**config.mk**
```make
export PLATFORM = sky130hd
export DESIGN_NAME = shared_fault_sequence_coord
export DESIGN_NICKNAME = d
export VERILOG_FILES = /design/src/fault_seq_pkg.sv /design/src/shared_fault_sequence_coord.sv
export SDC_FILE = /design/constraint.sdc
export NUM_CORES = 1
export LEC_CHECK = 0
export BUFFER_PORTS_ARGS = -buffer_cell sky130_fd_sc_hd__buf_2
export CORE_ASPECT_RATIO = 1.2
export CORE_MARGIN = 2
export CORE_UTILIZATION = 45
export DETAILED_ROUTE_END_ITERATION = 16
export RECOVER_POWER = 50
export SYNTH_ARGS = -nofsm -noshare
export SYNTH_HDL_FRONTEND = slang
export SYNTH_SLANG_ARGS = --single-unit
```
**constraint.sdc**
```tcl
create_clock -name pclk -period 142.8 [get_ports pclk]
set_input_delay 28.56 -clock pclk [delete_from_list [all_inputs] [get_ports pclk]]
set_output_delay 28.56 -clock pclk [all_outputs]
set_load 0.05 [all_outputs]
```
**src/fault_seq_pkg.sv**
```systemverilog
// Constants, register map and carrier types for the shared-fault sequencing block.
// Assumes a 25 MHz pclk, an APB master, and pull-ups on both open-drain lines.
// Contract
// - Output-disabling fault records log, sets present flag
// - Disabling on shared line records fault log
// - Host command stores manual telemetry snapshot
// - Alert output driven low at fault
// - Latch status when responder held off
// - Propagating channel pulls shared fault line low
// - Responder stops delivery when line low
// - Controller reports io status, manager shared status
// - Manager deasserts supply enable on response
// - Optional turn-off delay before enable drop
// - Retry delay then release if fault cleared
// - Fault line rising edge is time zero
// - Wait turn-on delay from time zero
// - Controller ramps rise time; manager asserts enable
// - Ignore setting lets channel start regardless
// - Input-off warning below turn-off threshold
// - Let timebase line toggle in normal operation
// - Input loss holds timebase line low
// - Disable output when timebase stops toggling
// - Release timebase when input above turn-on
// - Timebase restart is time zero
package fault_seq_pkg;
	localparam logic [7:0] ADDR_CTRL       = 8'h00;
	localparam logic [7:0] ADDR_ON_DELAY   = 8'h04;
	localparam logic [7:0] ADDR_ON_RISE    = 8'h08;
	localparam logic [7:0] ADDR_OFF_DELAY  = 8'h0C;
	localparam logic [7:0] ADDR_RETRY      = 8'h10;
	localparam logic [7:0] ADDR_STATUS     = 8'h14;
	localparam logic [7:0] ADDR_CMD        = 8'h18;
	localparam logic [7:0] ADDR_LOG_COUNT  = 8'h1C;
	localparam logic [7:0] ADDR_ID         = 8'h20;
	// Control bit positions
	localparam int CTRL_ON          = 0;
	localparam int CTRL_PROPAGATE   = 1;
	localparam int CTRL_RESPOND     = 2;
	localparam int CTRL_RETRY       = 3;
	localparam int CTRL_IGNORE_RESP = 4;
	localparam int CTRL_MANAGER     = 5;
	localparam int CTRL_HONOR_TOFF  = 6;
	localparam int CTRL_USE_TB      = 7;
	localparam logic [31:0] CTRL_RESET = 32'h0000_0085;
	// Status bit positions; W1C on the sticky ones
	localparam int ST_LOG_PRESENT = 0;
	localparam int ST_IO_LOW      = 1;
	localparam int ST_SHARED_IN   = 2;
	localparam int ST_INPUT_OFF   = 3;
	localparam int ST_TB_LOW      = 4;
	localparam int ST_POWER_GOOD  = 5;
	localparam int ST_LINE_DRIVE  = 6;
	localparam int CMD_STORE = 0;
	localparam int CMD_CLEAR = 1;
	localparam logic [15:0] ON_DELAY_RESET  = 16'h0010;
	localparam logic [15:0] ON_RISE_RESET   = 16'h0010;
	localparam logic [15:0] TOFF_RESET      = 16'h0008;
	localparam logic [15:0] RETRY_RESET     = 16'h0020;
	localparam logic [31:0] DEVICE_ID       = 32'h0000_5A5A; // Arbitrary value
	// Timer tick per 10 us; timebase tick 320 ns, stalled line declared after 4 timebase ticks' silence
	localparam int TICK_NS        = 10000;
	localparam int CLK_NS         = 40;
	localparam int TICK_CYCLES    = TICK_NS / CLK_NS;
	localparam int TB_TICK_NS     = 320;
	localparam int TB_STALL_NS    = 1280;
	localparam int TB_STALL_CYC   = TB_STALL_NS / CLK_NS;
	localparam int TB_HALF_CYC    = (TB_TICK_NS / 2) / CLK_NS;

	typedef enum logic [2:0] {
		ST_OFF     = 3'b000,
		ST_WAIT_ON = 3'b001,
		ST_RAMP    = 3'b010,
		ST_ON      = 3'b011,
		ST_TOFF    = 3'b100,
		ST_FAULTED = 3'b101
	} chan_state_t;

	typedef struct packed {
		logic on;
		logic propagate;
		logic respond;
		logic retry;
		logic ignore_resp;
		logic manager;
		logic honor_toff;
		logic use_tb;
	} chan_cfg_t;

	// Open-drain pin as drive value and output enable
	typedef struct packed {
		logic o;
		logic oe;
	} od_drive_t;
endpackage

```
**src/shared_fault_sequence_coord.sv**
```systemverilog
// Single-channel shared-fault and sequencing coordinator with APB registers.
// Assumes the line inputs come straight from pins and need synchronising.
`timescale 1ns/1ps
module shared_fault_sequence_coord (
	input  wire logic                        pclk,
	input  wire logic                        presetn,
	input  wire logic                        psel,
	input  wire logic                        penable,
	input  wire logic                        pwrite,
	input  wire logic [7:0]                  paddr,
	input  wire logic [31:0]                 pwdata,
	output logic      [31:0]                 prdata,
	output logic                             pready,
	output logic                             pslverr,
	input  wire logic                        fault_detect,
	input  wire logic                        input_below_off,
	input  wire logic                        input_above_on,
	input  wire logic                        shared_fault_line_i,
	output fault_seq_pkg::od_drive_t         shared_fault_line,
	input  wire logic                        shared_timebase_line_i,
	output fault_seq_pkg::od_drive_t         shared_timebase_line,
	output logic                             alert_out_n,
	output logic                             supply_output_enable,
	output logic                             power_enable,
	output logic      [15:0]                 ramp_level,
	output logic                             log_write,
	output logic                             log_manual
);
	import fault_seq_pkg::*;

	function automatic logic [15:0] dec16(input logic [15:0] v);
		dec16 = (v == 16'h0000) ? 16'h0000 : v - 16'h0001;
	endfunction

	// Two-flop synchronisers on pins
	logic [1:0] sync_reg, sync_next;
	logic [1:0] sync2_reg, sync2_next;
	logic [1:0] in_sync_reg, in_sync_next;
	logic [1:0] in_sync2_reg, in_sync2_next;
	logic       fault_line_d_reg, fault_line_d_next;
	always_comb begin
		sync_next = {shared_fault_line_i, shared_timebase_line_i};
		sync2_next = sync_reg;
		in_sync_next = {input_below_off, input_above_on};
		in_sync2_next = in_sync_reg;
		fault_line_d_next = sync2_reg[1];
	end
	always_ff @(posedge pclk or negedge presetn) begin
		if (!presetn) begin
			sync_reg <= 2'b11;
			sync2_reg <= 2'b11;
			in_sync_reg <= 2'b00;
			in_sync2_reg <= 2'b00;
			fault_line_d_reg <= 1'b1;
		end else begin
			sync_reg <= sync_next;
			sync2_reg <= sync2_next;
			in_sync_reg <= in_sync_next;
			in_sync2_reg <= in_sync2_next;
			fault_line_d_reg <= fault_line_d_next;
		end
	end
	logic fault_line_lvl, tb_lvl, vin_low, vin_high, fault_line_rise;
	assign fault_line_lvl  = sync2_reg[1];
	assign tb_lvl          = sync2_reg[0];
	assign vin_low         = in_sync2_reg[1];
	assign vin_high        = in_sync2_reg[0];
	assign fault_line_rise = fault_line_lvl & ~fault_line_d_reg;

	// Registers written by software
	logic [31:0] ctrl_reg, ctrl_next;
	logic [15:0] ton_reg, ton_next, rise_reg, rise_next, toff_reg, toff_next, retry_reg, retry_next;
	logic        wr, rd;
	chan_cfg_t   cfg;
	assign wr  = psel & penable & pwrite;
	assign rd  = psel & penable & ~pwrite;
	assign cfg = '{
		on:          ctrl_reg[CTRL_ON],
		propagate:   ctrl_reg[CTRL_PROPAGATE],
		respond:     ctrl_reg[CTRL_RESPOND],
		retry:       ctrl_reg[CTRL_RETRY],
		ignore_resp: ctrl_reg[CTRL_IGNORE_RESP],
		manager:     ctrl_reg[CTRL_MANAGER],
		honor_toff:  ctrl_reg[CTRL_HONOR_TOFF],
		use_tb:      ctrl_reg[CTRL_USE_TB]
	};
	always_comb begin
		ctrl_next = ctrl_reg;
		ton_next = ton_reg;
		rise_next = rise_reg;
		toff_next = toff_reg;
		retry_next = retry_reg;
		if (wr) begin
			case (paddr)
				ADDR_CTRL:       ctrl_next  = {24'h00_0000, pwdata[7:0]};
				ADDR_ON_DELAY:   ton_next   = pwdata[15:0];
				ADDR_ON_RISE:    rise_next  = pwdata[15:0];
				ADDR_OFF_DELAY:  toff_next  = pwdata[15:0];
				ADDR_RETRY:      retry_next = pwdata[15:0];
				default:         ctrl_next  = ctrl_reg;
			endcase
		end
	end
	always_ff @(posedge pclk or negedge presetn) begin
		if (!presetn) begin
			ctrl_reg <= CTRL_RESET;
			ton_reg <= ON_DELAY_RESET;
			rise_reg <= ON_RISE_RESET;
			toff_reg <= TOFF_RESET;
			retry_reg <= RETRY_RESET;
		end else begin
			ctrl_reg <= ctrl_next;
			ton_reg <= ton_next;
			rise_reg <= rise_next;
			toff_reg <= toff_next;
			retry_reg <= retry_next;
		end
	end

	// Timebase: watch for stall and restart; toggle our own drive at half tick
	logic [7:0] tb_idle_reg, tb_idle_next;
	logic       tb_d_reg, tb_d_next, tb_stalled_reg, tb_stalled_next;
	logic [7:0] tb_div_reg, tb_div_next;
	logic       tb_phase_reg, tb_phase_next;
	logic       tb_restart, tb_hold_low;
	always_comb begin
		tb_d_next = tb_lvl;
		tb_idle_next = (tb_lvl != tb_d_reg) ? 8'h00 :
			(tb_idle_reg == 8'(TB_STALL_CYC)) ? tb_idle_reg : tb_idle_reg + 8'h01;
		// Once stalled, only a rising edge clears it, so reset and the hold give no false restart
		tb_stalled_next = tb_stalled_reg ? ~(tb_lvl & ~tb_d_reg) :
			((tb_idle_next == 8'(TB_STALL_CYC)) & ~tb_lvl);
		tb_div_next = (tb_div_reg == 8'(TB_HALF_CYC - 1)) ? 8'h00 : tb_div_reg + 8'h01;
		tb_phase_next = (tb_div_reg == 8'(TB_HALF_CYC - 1)) ? ~tb_phase_reg : tb_phase_reg;
	end
	always_ff @(posedge pclk or negedge presetn) begin
		if (!presetn) begin
			tb_d_reg <= 1'b1;
			tb_idle_reg <= 8'h00;
			tb_stalled_reg <= 1'b1;
			tb_div_reg <= 8'h00;
			tb_phase_reg <= 1'b1;
		end else begin
			tb_d_reg <= tb_d_next;
			tb_idle_reg <= tb_idle_next;
			tb_stalled_reg <= tb_stalled_next;
			tb_div_reg <= tb_div_next;
			tb_phase_reg <= tb_phase_next;
		end
	end
	// Hold low from input loss until input is back above turn-on
	logic vin_hold_reg, vin_hold_next;
	always_comb begin
		vin_hold_next = vin_hold_reg;
		if (vin_low)
			vin_hold_next = 1'b1;
		else if (vin_high)
			vin_hold_next = 1'b0;
	end
	always_ff @(posedge pclk or negedge presetn) begin
		if (!presetn)
			vin_hold_reg <= 1'b1;
		else
			vin_hold_reg <= vin_hold_next;
	end
	assign tb_hold_low = vin_hold_reg;
	assign tb_restart  = tb_stalled_reg & ~tb_stalled_next;
	// Low phase or hold drives low; the high phase is released, never driven
	assign shared_timebase_line.o  = 1'b0;
	assign shared_timebase_line.oe = tb_hold_low | ~tb_phase_reg;

	// Channel state machine
	chan_state_t state_reg, state_next;
	logic [15:0] cnt_reg, cnt_next, ramp_reg, ramp_next;
	logic [15:0] tick_reg, tick_next;
	logic        tick, prop_reg, prop_next, respond_low, tb_off, fault_stop;
	logic        log_evt, log_is_resp;
	logic [1:0]  prop_hist_reg, prop_hist_next;
	assign tick        = (tick_reg == 16'(TICK_CYCLES - 1));
	// Our own pull still reads low for two cycles after release, through the synchroniser
	assign respond_low = cfg.respond & ~cfg.ignore_resp & ~fault_line_lvl & ~prop_reg & ~|prop_hist_reg;
	// The restart cycle must not count as stalled, or the restart would be swallowed
	assign tb_off      = cfg.use_tb & tb_stalled_reg & ~tb_restart;
	assign fault_stop  = fault_detect;
	always_comb begin
		state_next = state_reg;
		cnt_next = cnt_reg;
		ramp_next = ramp_reg;
		prop_next = prop_reg;
		log_evt = 1'b0;
		log_is_resp = 1'b0;
		tick_next = tick ? 16'h0000 : tick_reg + 16'h0001;
		prop_hist_next = {prop_hist_reg[0], prop_reg};
		case (state_reg)
			ST_OFF, ST_WAIT_ON, ST_RAMP, ST_ON: begin
				if (fault_stop && (state_reg != ST_OFF)) begin
					state_next = ST_FAULTED;
					cnt_next = retry_reg;
					ramp_next = 16'h0000;
					prop_next = cfg.propagate;
					log_evt = 1'b1;
				end else if (respond_low || tb_off || !cfg.on) begin
					if (state_reg != ST_OFF && respond_low && cfg.manager && cfg.honor_toff) begin
						state_next = ST_TOFF;
						cnt_next = toff_reg;
					end else begin
						state_next = ST_OFF;
						ramp_next = 16'h0000;
					end
					log_evt = respond_low && (state_reg != ST_OFF);
					log_is_resp = respond_low;
				end else if (state_reg == ST_OFF && (fault_line_rise || tb_restart || cfg.ignore_resp
						|| !cfg.respond)) begin
					state_next = ST_WAIT_ON;
					cnt_next = ton_reg;
				end else if (state_reg == ST_WAIT_ON && tick) begin
					cnt_next = dec16(cnt_reg);
					if (cnt_reg == 16'h0000) begin
						state_next = cfg.manager ? ST_ON : ST_RAMP;
						cnt_next = rise_reg;
					end
				end else if (state_reg == ST_RAMP && tick) begin
					cnt_next = dec16(cnt_reg);
					ramp_next = (rise_reg == 16'h0000) ? 16'hFFFF : 16'(32'(ramp_reg) + 32'hFFFF / 32'(rise_reg));
					if (cnt_reg == 16'h0000) begin
						state_next = ST_ON;
						ramp_next = 16'hFFFF;
					end
				end
			end
			ST_TOFF: begin
				if (tick)
					cnt_next = dec16(cnt_reg);
				if (cnt_reg == 16'h0000)
					state_next = ST_OFF;
			end
			ST_FAULTED: begin
				if (cfg.retry && tick)
					cnt_next = dec16(cnt_reg);
				if (cfg.retry && cnt_reg == 16'h0000 && !fault_stop) begin
					prop_next = 1'b0;
					state_next = ST_OFF;
				end
			end
			default: state_next = ST_OFF;
		endcase
	end
	always_ff @(posedge pclk or negedge presetn) begin
		if (!presetn) begin
			state_reg <= ST_OFF;
			cnt_reg <= 16'h0000;
			ramp_reg <= 16'h0000;
			tick_reg <= 16'h0000;
			prop_reg <= 1'b0;
			prop_hist_reg <= 2'b00;
		end else begin
			state_reg <= state_next;
			cnt_reg <= cnt_next;
			ramp_reg <= ramp_next;
			tick_reg <= tick_next;
			prop_reg <= prop_next;
			prop_hist_reg <= prop_hist_next;
		end
	end
	assign shared_fault_line.o  = 1'b0;
	assign shared_fault_line.oe = prop_reg;

	// Status, alert and fault log strobes
	logic [4:0]  st_reg, st_next;
	logic [15:0] log_cnt_reg, log_cnt_next;
	logic        alert_reg, alert_next, lw_reg, lw_next, lm_reg, lm_next, store_cmd, clr_cmd;
	logic        held_off;
	assign store_cmd = wr && paddr == ADDR_CMD && pwdata[CMD_STORE];
	assign clr_cmd   = wr && paddr == ADDR_CMD && pwdata[CMD_CLEAR];
	assign held_off  = respond_low && (state_reg != ST_FAULTED) && (state_reg != ST_OFF || cfg.on);
	always_comb begin
		st_next = st_reg;
		if (wr && paddr == ADDR_STATUS)
			st_next = st_reg & ~pwdata[4:0];
		if (log_evt || store_cmd)
			st_next[ST_LOG_PRESENT] = 1'b1;
		if (held_off && !cfg.manager)
			st_next[ST_IO_LOW] = 1'b1;
		if (held_off && cfg.manager)
			st_next[ST_SHARED_IN] = 1'b1;
		st_next[ST_INPUT_OFF] = vin_low;
		st_next[ST_TB_LOW] = tb_stalled_reg;
		log_cnt_next = (log_evt || store_cmd) ? log_cnt_reg + 16'h0001 : log_cnt_reg;
		alert_next = alert_reg;
		if (log_evt && !log_is_resp)
			alert_next = 1'b0;
		else if (clr_cmd)
			alert_next = 1'b1;
		lw_next = log_evt | store_cmd;
		lm_next = store_cmd & ~log_evt;
	end
	always_ff @(posedge pclk or negedge presetn) begin
		if (!presetn) begin
			st_reg <= 5'h00;
			log_cnt_reg <= 16'h0000;
			alert_reg <= 1'b1;
			lw_reg <= 1'b0;
			lm_reg <= 1'b0;
		end else begin
			st_reg <= st_next;
			log_cnt_reg <= log_cnt_next;
			alert_reg <= alert_next;
			lw_reg <= lw_next;
			lm_reg <= lm_next;
		end
	end
	assign alert_out_n = alert_reg;
	assign log_write   = lw_reg;
	assign log_manual  = lm_reg;

	// Outputs to the power stage
	logic out_on;
	assign out_on = (state_reg == ST_ON) || (state_reg == ST_RAMP) || (state_reg == ST_TOFF);
	logic oen_reg, oen_next, pen_reg, pen_next;
	// Only one enable follows the channel, chosen by the manager setting
	always_comb begin
		oen_next = cfg.manager & out_on;
		pen_next = ~cfg.manager & out_on;
	end
	always_ff @(posedge pclk or negedge presetn) begin
		if (!presetn) begin
			oen_reg <= 1'b0;
			pen_reg <= 1'b0;
		end else begin
			oen_reg <= oen_next;
			pen_reg <= pen_next;
		end
	end
	assign supply_output_enable = oen_reg;
	assign power_enable         = pen_reg;
	assign ramp_level           = ramp_reg;

	// APB read path: zero wait states, error on unmapped addresses
	logic [31:0] rdata_next;
	logic        mapped;
	always_comb begin
		mapped = 1'b1;
		rdata_next = 32'h0000_0000;
		case (paddr)
			ADDR_CTRL:       rdata_next = ctrl_reg;
			ADDR_ON_DELAY:   rdata_next = {16'h0000, ton_reg};
			ADDR_ON_RISE:    rdata_next = {16'h0000, rise_reg};
			ADDR_OFF_DELAY:  rdata_next = {16'h0000, toff_reg};
			ADDR_RETRY:      rdata_next = {16'h0000, retry_reg};
			ADDR_STATUS:     rdata_next = {22'h00_0000, state_reg, prop_reg, 1'b0, st_reg};
			ADDR_CMD:        rdata_next = 32'h0000_0000;
			ADDR_LOG_COUNT:  rdata_next = {16'h0000, log_cnt_reg};
			ADDR_ID:         rdata_next = DEVICE_ID;
			default:         mapped = 1'b0;
		endcase
	end
	assign pready  = 1'b1;
	assign pslverr = psel & penable & ~mapped;
	// Read data is caught at the setup edge so it leaves a flop; it shows state one cycle early
	logic [31:0] prdata_reg, prdata_next;
	always_comb begin
		prdata_next = 32'h0000_0000;
		if (psel && !penable && !pwrite)
			prdata_next = rdata_next;
		else if (rd)
			prdata_next = prdata_reg;
	end
	always_ff @(posedge pclk or negedge presetn) begin
		if (!presetn)
			prdata_reg <= 32'h0000_0000;
		else
			prdata_reg <= prdata_next;
	end
	assign prdata  = prdata_reg;
endmodule

```
== After elaboration in Yosys (flattened, before gate mapping) ==
Cells that the tools add are included.

* Register bits: 213
* Input bits: 50
* Output and inout bits: 59
* Logic and storage cells: 226

* Add/subtract/negate cells: 6
* Divide/modulo/power cells: 1
* Equal/unequal tests: 31
* Multiplexer cells: 57
* Bitwise logic cells: 35
* Reductions and logical operators: 63

{| class="wikitable"
|+ Operators by type and width
! operator !! number
|-
| $mux W16 || 19
|-
| $pmux W16 S8 || 1
|-
| $mux W32 || 2
|-
| $pmux W16 S3 || 1
|-
| $mux W3 || 11
|-
| $add A16 B1 Y16 const B || 2
|-
| $div A16 B16 Y32 const A || 1
|-
| $eq A8 B5 Y1 const B || 4
|-
| $logic_not A16 Y1 || 2
|-
| $eq A8 B6 Y1 const B || 3
|-
| $mux W8 || 3
|-
| $logic_and A1 B1 Y1 || 21
|-
| $mux W1 || 18
|-
| $and A1 B1 Y1 || 17
|-
| $add A16 B16 Y16 || 1
|-
| $add A8 B1 Y8 const B || 2
|-
| $eq A16 B8 Y1 const B || 1
|-
| $eq A8 B4 Y1 const B || 2
|-
| $sub A16 B1 Y16 const B || 1
|-
| $not A1 Y1 || 14
|-
| $ne A3 B3 Y1 const B || 4
|-
| $reduce_bool A2 Y1 || 6
|-
| $ne A2 B2 Y1 const B || 5
|-
| $reduce_and A2 Y1 || 5
|-
| other kinds (26) || 47
|}

== Longest topological paths before layout ==
Gate-level depths: netlist of the first run.

* Depth after elaboration: 18
* Mapped depth: 501

== Worst setup path before layout of the first run ==
Ideal clock, no wire load.

* Path kind: reg-to-reg
* Start point: register rise_reg[0]
* End point: register ramp_reg[14] (netlist: ramp_level[14])
* Library setup time: 125 ps
* Arrival time: 87776 ps
* Setup slack: 54900 ps
* Stages on the path, launching flop included: 479
* Buffers on the path: 53
* Cells stage by stage: dfrtp_1 -> buf_2 -> buf_1 -> clkbuf_1 -> clkbuf_1 -> inv_1 -> clkbuf_1 -> buf_1 -> ha_1 -> buf_2 -> nor2b_1 -> and3_1 -> ha_1 -> nor3b_1 -> a22oi_1 -> nor2_1 -> ha_1 -> a21oi_1 -> (+443 left out) -> ha_1 -> fa_1 -> a21oi_1 -> nor2_1 -> nor2_1 -> o21bai_1 -> a21oi_1 -> o21bai_1 -> a21oi_1 -> o21bai_1 -> a21oi_1 -> o21bai_1 -> a21oi_1 -> o21bai_1 -> a21oi_1 -> xor2_1 -> a21oi_1 -> mux2_2

* Word-level cells in the longest chain between the ends: 9
* Elaborated cells on any way between the ends: 10
* Classes of those cells: add/sub: 1; div: 1; mux: 7; reduce/logical: 1

{| class="wikitable"
|+ Ends and longest elaborated chain
! what !! line !! RTL
|-
| from (decl) || shared_fault_sequence_coord.sv:72 || <nowiki>logic [15:0] ton_reg, ton_next, rise_reg, rise_next, toff_reg, toff_next, retry_reg, retry_next;</nowiki>
|-
| from (signal assigned) || shared_fault_sequence_coord.sv:114 || <nowiki>rise_reg <= rise_next;</nowiki>
|-
| $div A16 B16 Y32 || shared_fault_sequence_coord.sv:224 || <nowiki>ramp_next = (rise_reg == 16'h0000) ? 16'hFFFF : 16'(32'(ramp_reg) + 32'hFFFF / 32'(rise_reg));</nowiki>
|-
| $add A16 B16 Y16 || shared_fault_sequence_coord.sv:224 ||
|-
| $mux W16 * || shared_fault_sequence_coord.sv:224 ||
|-
| $mux W16 * || shared_fault_sequence_coord.sv:225 || <nowiki>if (cnt_reg == 16'h0000) begin</nowiki>
|-
| $mux W16 * || shared_fault_sequence_coord.sv:222 || <nowiki>end else if (state_reg == ST_RAMP && tick) begin</nowiki>
|-
| $mux W16 * || shared_fault_sequence_coord.sv:216 || <nowiki>end else if (state_reg == ST_WAIT_ON && tick) begin</nowiki>
|-
| $mux W16 * || shared_fault_sequence_coord.sv:212 || <nowiki>end else if (state_reg == ST_OFF && (fault_line_rise || tb_restart || cfg.ignore_resp</nowiki>
|-
| $mux W16 * || shared_fault_sequence_coord.sv:202 || <nowiki>end else if (respond_low || tb_off || !cfg.on) begin</nowiki>
|-
| $mux W16 * || shared_fault_sequence_coord.sv:196 || <nowiki>if (fault_stop && (state_reg != ST_OFF)) begin</nowiki>
|-
| to (signal assigned) || shared_fault_sequence_coord.sv:259 || <nowiki>ramp_reg <= ramp_next;</nowiki>
|-
| to (decl) || shared_fault_sequence_coord.sv:174 || <nowiki>logic [15:0] cnt_reg, cnt_next, ramp_reg, ramp_next;</nowiki>
|}

Mark *: on every way between the ends. The rest lies on a longest branch, timed or not. The select of a mux whose other input is x is not followed.
A chain may end at the register's enable or synchronous reset.

== Final worst setup path of the first run ==
* Start point: register rise_reg[15]
* End point: register ramp_reg[15] (netlist: ramp_level[15])

Same word-level chain as after synthesis.

==> results of run 1 <==
layout make-up:
type	instances	area, sq um
tap	1017	1272
timing repair buffer	136	788.3
multi-input combinational	4095	28600
fill	7721	39620
inverter	178	668.1
clock buffer	18	439.2
sequential	197	4952
clock inverter	14	186.4
logic make-up (layout without fill, tap and decap cells):
kind of cell	Yosys count	count (layout)	share of synthesized area, %
adder cells (fa/ha/maj)	386	386	13.87
XOR/XNOR	278	278	7.005
other	2	19	0.02154
flip-flops	197	197	14.20
AO/OA/AOI/OAI	1540	1540	30.01
buffers and inverters	347	346	4.059
multiplexers	235	235	7.583
AND/OR/NAND/NOR	1637	1637	23.25
how the worst max path moves through the flow:
stage / start / endpoint / cells past startpoint
4_1_cts: rise_reg[15] / ramp_level[15] / 439
5_1_grt: rise_reg[15] / ramp_level[15] / 445
2_1_floorplan: rise_reg[0] / ramp_level[14] / 478
3_5_place_dp: rise_reg[15] / ramp_level[15] / 439
6_report: rise_reg[15] / ramp_level[15] / 438
3_3_place_gp: rise_reg[15] / ramp_level[15] / 441
per-layer routing:
layer	up-vias	GRT usage (%)	part of all wire (%)
li1	17350	-	-
met1	16250	30.45	43
met2	815	47.97	50
met3	176	2.343	3.6
met4	0	8.818	3.2
met5	-	0	0
cells in the final DEF, fill, tap and decap left out, types with 17 or more instances in the layout:
| cell type | count |
|---|---|
| a211o_1 | 17 |
| a211oi_1 | 51 |
| a21boi_0 | 17 |
| a21o_1 | 136 |
| a21oi_1 | 381 |
| a22oi_1 | 22 |
| a31o_2 | 22 |
| a31oi_1 | 50 |
| and2_1 | 32 |
| and3_1 | 43 |
| buf_2 | 42 |
| buf_4 | 60 |
| clkbuf_1 | 34 |
| clkbuf_16 | 17 |
| conb_1 | 19 |
| dfrtp_1 | 179 |
| ha_1 | 385 |
| inv_1 | 169 |
| mux2_2 | 190 |
| mux2i_1 | 33 |
| nand2_1 | 343 |
| nand2b_1 | 83 |
| nand3_1 | 137 |
| nand4_1 | 46 |
| nor2_1 | 493 |
| nor2b_1 | 58 |
| nor3_1 | 154 |
| nor4_1 | 34 |
| o2111ai_1 | 17 |
| o211ai_1 | 76 |
| o21a_1 | 168 |
| o21ai_0 | 250 |
| o21bai_1 | 31 |
| o31a_1 | 20 |
| o31ai_1 | 63 |
| or2_2 | 43 |
| or3_1 | 56 |
| or4_1 | 18 |
| xnor2_1 | 183 |
| xor2_1 | 94 |
synthesized netlist by cell type (20+ instances only):
| cell type | n |
|---|---|
| xnor2_1 | 183 |
| and3_1 | 43 |
| mux2i_1 | 33 |
| xor2_1 | 94 |
| mux2_2 | 190 |
| nor2_1 | 493 |
| nor4_1 | 35 |
| a21o_1 | 136 |
| a211oi_1 | 52 |
| dfrtp_1 | 180 |
| inv_1 | 170 |
| clkbuf_1 | 113 |
| nand3_1 | 137 |
| or2_2 | 43 |
| or3_1 | 56 |
| nor2b_1 | 58 |
| o211ai_1 | 76 |
| o21ai_0 | 250 |
| nand2b_1 | 83 |
| a31o_2 | 22 |
| buf_4 | 20 |
| ha_1 | 385 |
| a21oi_1 | 383 |
| a31oi_1 | 50 |
| o31a_1 | 20 |
| o31ai_1 | 63 |
| o21a_1 | 168 |
| nand4_1 | 46 |
| a22oi_1 | 22 |
| nand2_1 | 343 |
| and2_1 | 34 |
| nor3_1 | 158 |
| o21bai_1 | 31 |
per-stage QoR:
stage	cell area (sq um)	hold WS, ns
2_1_floorplan	34930	0.3312
3_3_place_gp	36350	0.3336
3_5_place_dp	36350	0.3364
4_1_cts	36970	0.3556
5_1_grt	36910	0.3648
6_report	36910	0.3538
==> flow_metrics.tcl, run 1 <==
set metrics [dict create \
    status "finished, violations left" \
    violations "max-capacitance violations, max-slew violations" \
    path_buf_inv 24 \
    maxCapViolations 2 \
    synth_cells 4622 \
    num_rows 111 \
    place_inst 5623 \
    clockBufferDepth 2 \
    yosysWarnings 0 \
    ys_ff_latch 197 \
    yosysSeqAreaShare_pct 14.20 \
    cp_max_fo 36 \
    clock_latency_ns 0.49 \
    skew_ns 0.02473 \
    die-area_sq_um 79730 \
    cts_hold_buf 0 \
    gp_congestion 0.9168 \
    finalWirelength_um 103800 \
    boundaryPins 109 \
    port_buffers 73 \
    timing.rr.start "rise_reg[15]" \
    drc_errors 0 \
    yosys.area.top_type "ha_1" \
    fin_util_pct 48.23 \
    period_minus_slack_ns 100.10 \
    cts_setup_buffers 0 \
    cp.arrival_ns 100.47 \
    post_layout_nonfiller_instances 5655 \
    worstRegToRegCells 438 \
    layout.nets 5061 \
    slew-limit-headroom_pct -190.4 \
    setup_tns_ns 0 \
    start_util_pct 45.56 \
    rr_endpoint "ramp_level[15]" \
    htreeDepth 4 \
    ant_nets 0 \
    cp-end-kind "flop" \
    die_x_um 258.1 \
    drt_pass1_iterations 8 \
    holdPathStages 0 \
    path_clk_slew_ns 0.10 \
    r2r_slack_ns 42.70 \
    synth-edff-count 0 \
    criticalPathCategory "flop to flop" \
    antenna_found_initial 0 \
    synth_top_area_share_pct 13.82 \
    dpl.hpwl_um 79550 \
    cp_slowest_stage_delay_ns 0.85 \
    startpoint_type "flop" \
    holdCritStartpoint "in_sync2_next[1]" \
    via_per_inst 6.118 \
    cts_tree "done" \
    grt.total_usage_pct 25.65 \
    netlist_area_sq_um 34860 \
    rsz0062_at_grt "no" \
    ys_top_cells_by_area "ha_1, dfrtp_1, mux2_2, a21oi_1, nor2_1" \
    drtIter0Drc 2247 \
    yosysUniqueCellTypes 128 \
    period_share_pct 70.09 \
    hold_viol 0 \
    cts-root-buf "clkbuf_16" \
    critical_path_required_ns 143.17 \
    dpl_worst_slack_ns 43.51 \
    overflow 0 \
    routedWlPerCell_um 18.36 \
    final_max_slew_viol_count 135 \
    hp-class "flop to flop" \
    max_freq_mhz 9.990 \
    grt_pass1_wl_um 168500 \
    path_delay_family "compound AO/OA/AOI/OAI gates" \
    synthFlopType "dfrtp_1" \
    grt_max_degree 74 \
    cts.sinks 197 \
    vias 34600 \
    worst_slew_pin_slew_ns 4.356 \
    avgSynthCellArea_sq_um 7.543 \
    grt_pass1_vias 32870 \
    final-setup-viol-count 0 \
    drive_above_1_share_pct 10.72 \
    slowest_stage "nor3_1" \
    cts_resized 0 \
    antenna_cells 0 \
    synth_async_sr_flop_share_pct 100.0 \
    fp.dieH_um 308.9 \
    whs_endpoint "in_sync2_reg[1]" \
    crit_top_cell "o21a_1" \
    finalWorstSetupSlack_ns 42.70 \
    coreArea_sq_um 76520 \
    area_delta_synth_final_pct 5.860 \
    cts_buffers 17 \
]
Power of run 1 is left out: the tool's default activity adds up to more than one toggle a clock period on the data nets, which glitch-free logic cannot reach.
==> run 2, diff against run 1 <==
==> constraint.sdc (replaced) <==
create_clock -name pclk -period 98.7 [get_ports pclk]
set_input_delay 19.74 -clock pclk [delete_from_list [all_inputs] [get_ports pclk]]
set_output_delay 19.74 -clock pclk [all_outputs]
set_load 0.05 [all_outputs]
==> flow_metrics.tcl, run 2 (synthesis gave the netlist of run 1 again) <==
set metrics [dict create \
    status "finished, violations left" \
    violations "max-capacitance violations, max-slew violations" \
    antenna_found_initial 0 \
    rsz0062_at_grt "no" \
    htreeDepth 4 \
    period_minus_slack_ns 90.88 \
    drive_above_1_share_pct 11.98 \
    drt_pass1_iterations 8 \
    hold_viol 0 \
    cp_max_fo 31 \
    hp-class "flop to flop" \
    cts_tree "done" \
    clock_latency_ns 0.52 \
    critical_path_required_ns 99.10 \
    finalWirelength_um 106800 \
    dpl_worst_slack_ns 4.373 \
    startpoint_type "flop" \
    criticalPathCategory "flop to flop" \
    cp_slowest_stage_delay_ns 0.64 \
    overflow 0 \
    ant_nets 0 \
    period_share_pct 92.08 \
    finalWorstSetupSlack_ns 7.820 \
    final_common_cell "nor2_1" \
    path_clk_slew_ns 0.12 \
    cts_hold_buf 0 \
    final_max_slew_viol_count 154 \
    cp.arrival_ns 91.28 \
    routedWlPerCell_um 18.79 \
    slowest_stage "or4_1" \
    cts_buffers 17 \
    dpl.hpwl_um 80870 \
    gp_congestion 0.9102 \
    port_buffers 73 \
    worst_slew_pin_slew_ns 4.460 \
    cts.sinks 197 \
    grt_pass1_wl_um 171800 \
    area_delta_synth_final_pct 6.991 \
    via_per_inst 6.116 \
    boundaryPins 109 \
    skew_ns 0.04162 \
    start_util_pct 45.56 \
    post_layout_nonfiller_instances 5684 \
    place_inst 5636 \
    coreArea_sq_um 76520 \
    antenna_cells 0 \
    setup_tns_ns 0 \
    grt.total_usage_pct 26.25 \
    grt_max_degree 78 \
    num_rows 111 \
    grt_pass1_vias 33320 \
    die_x_um 258.1 \
    cts-root-buf "clkbuf_16" \
    vias 34760 \
    layout.nets 5090 \
    drc_errors 0 \
    cp-end-kind "flop" \
    die-area_sq_um 79730 \
    mostFrequentLayoutCells "nor2_1, ha_1, a21oi_1, nand2_1, o21ai_0" \
    fp.dieH_um 308.9 \
    max_freq_mhz 11.00 \
    drtIter0Drc 2283 \
    final-setup-viol-count 0 \
    maxCapViolations 2 \
    slew-limit-headroom_pct -197.3 \
    clockBufferDepth 2 \
    crit_top_cell "o21a_1" \
]
==> run 2: through the flow <==
step | area (sq um) | hold slack [ns] | util, %
after global routing | 37300 | 0.3503 | 48.74
after global placement | 36450 | 0.3332 | 47.63
after detailed placement | 36450 | 0.3364 | 47.63
after CTS | 37060 | 0.3480 | 48.43
final | 37300 | 0.3474 | 48.74
after floorplan | 34930 | 0.3312 | -
==> run 2: routing by layer <==
metal / global-route usage, % / share of wire, % / up-vias
met5: 0 / 0 / -
met1: 30.75 / 42 / 16320
met3: 2.663 / 3.8 / 224
met2: 48.99 / 51 / 816
met4: 9.921 / 3.7 / 0
li1: - / - / 17400
==> run 2: what timing repair did <==
item | CTS | global route
setup buffers | 0 | 16
hold endpoints to repair | 0 | 0
endpoints found under the setup margin | 0 | 16
gates resized for setup | 0 | 47
==> run 2: critical path: cells and delay by family (launching register included) <==
| kind | cells | cell delay, ns |
|---|---|---|
| AO/OA/AOI/OAI | 235 | 50.51 |
| XOR/XNOR | 1 | 0.12 |
| adder cells (fa/ha/maj) | 31 | 9.29 |
| buffers and inverters | 25 | 5.19 |
| flip-flops | 1 | 0.58 |
| multiplexers | 8 | 2.78 |
| AND/OR/NAND/NOR | 140 | 22.11 |
==> run 2: final cells by class <==
class	count	area (sq um)
inverter	178	668.1
tap	1017	1272
fill	7786	39220
clock buffer	18	429.2
clock inverter	14	188.9
multi-input combinational	4095	28780
timing repair buffer	165	1007
sequential	197	4955
==> run 2: path summary, 6_finish.rpt <==
path	cells after the start	startpoint	slack [ns]	endpoint
min in group asynchronous	1	presetn	20.82	tb_idle_reg[4]
min reg2reg	0	in_sync2_next[0]	0.35	in_sync2_reg[0]
min	0	in_sync2_next[0]	0.35	in_sync2_reg[0]
max reg2reg	440	rise_reg[12]	7.82	ramp_level[15]
max	440	rise_reg[12]	7.82	ramp_level[15]
max in group asynchronous	2	presetn	71.95	rise_reg[0]
Power of run 2 is left out for the same reason.
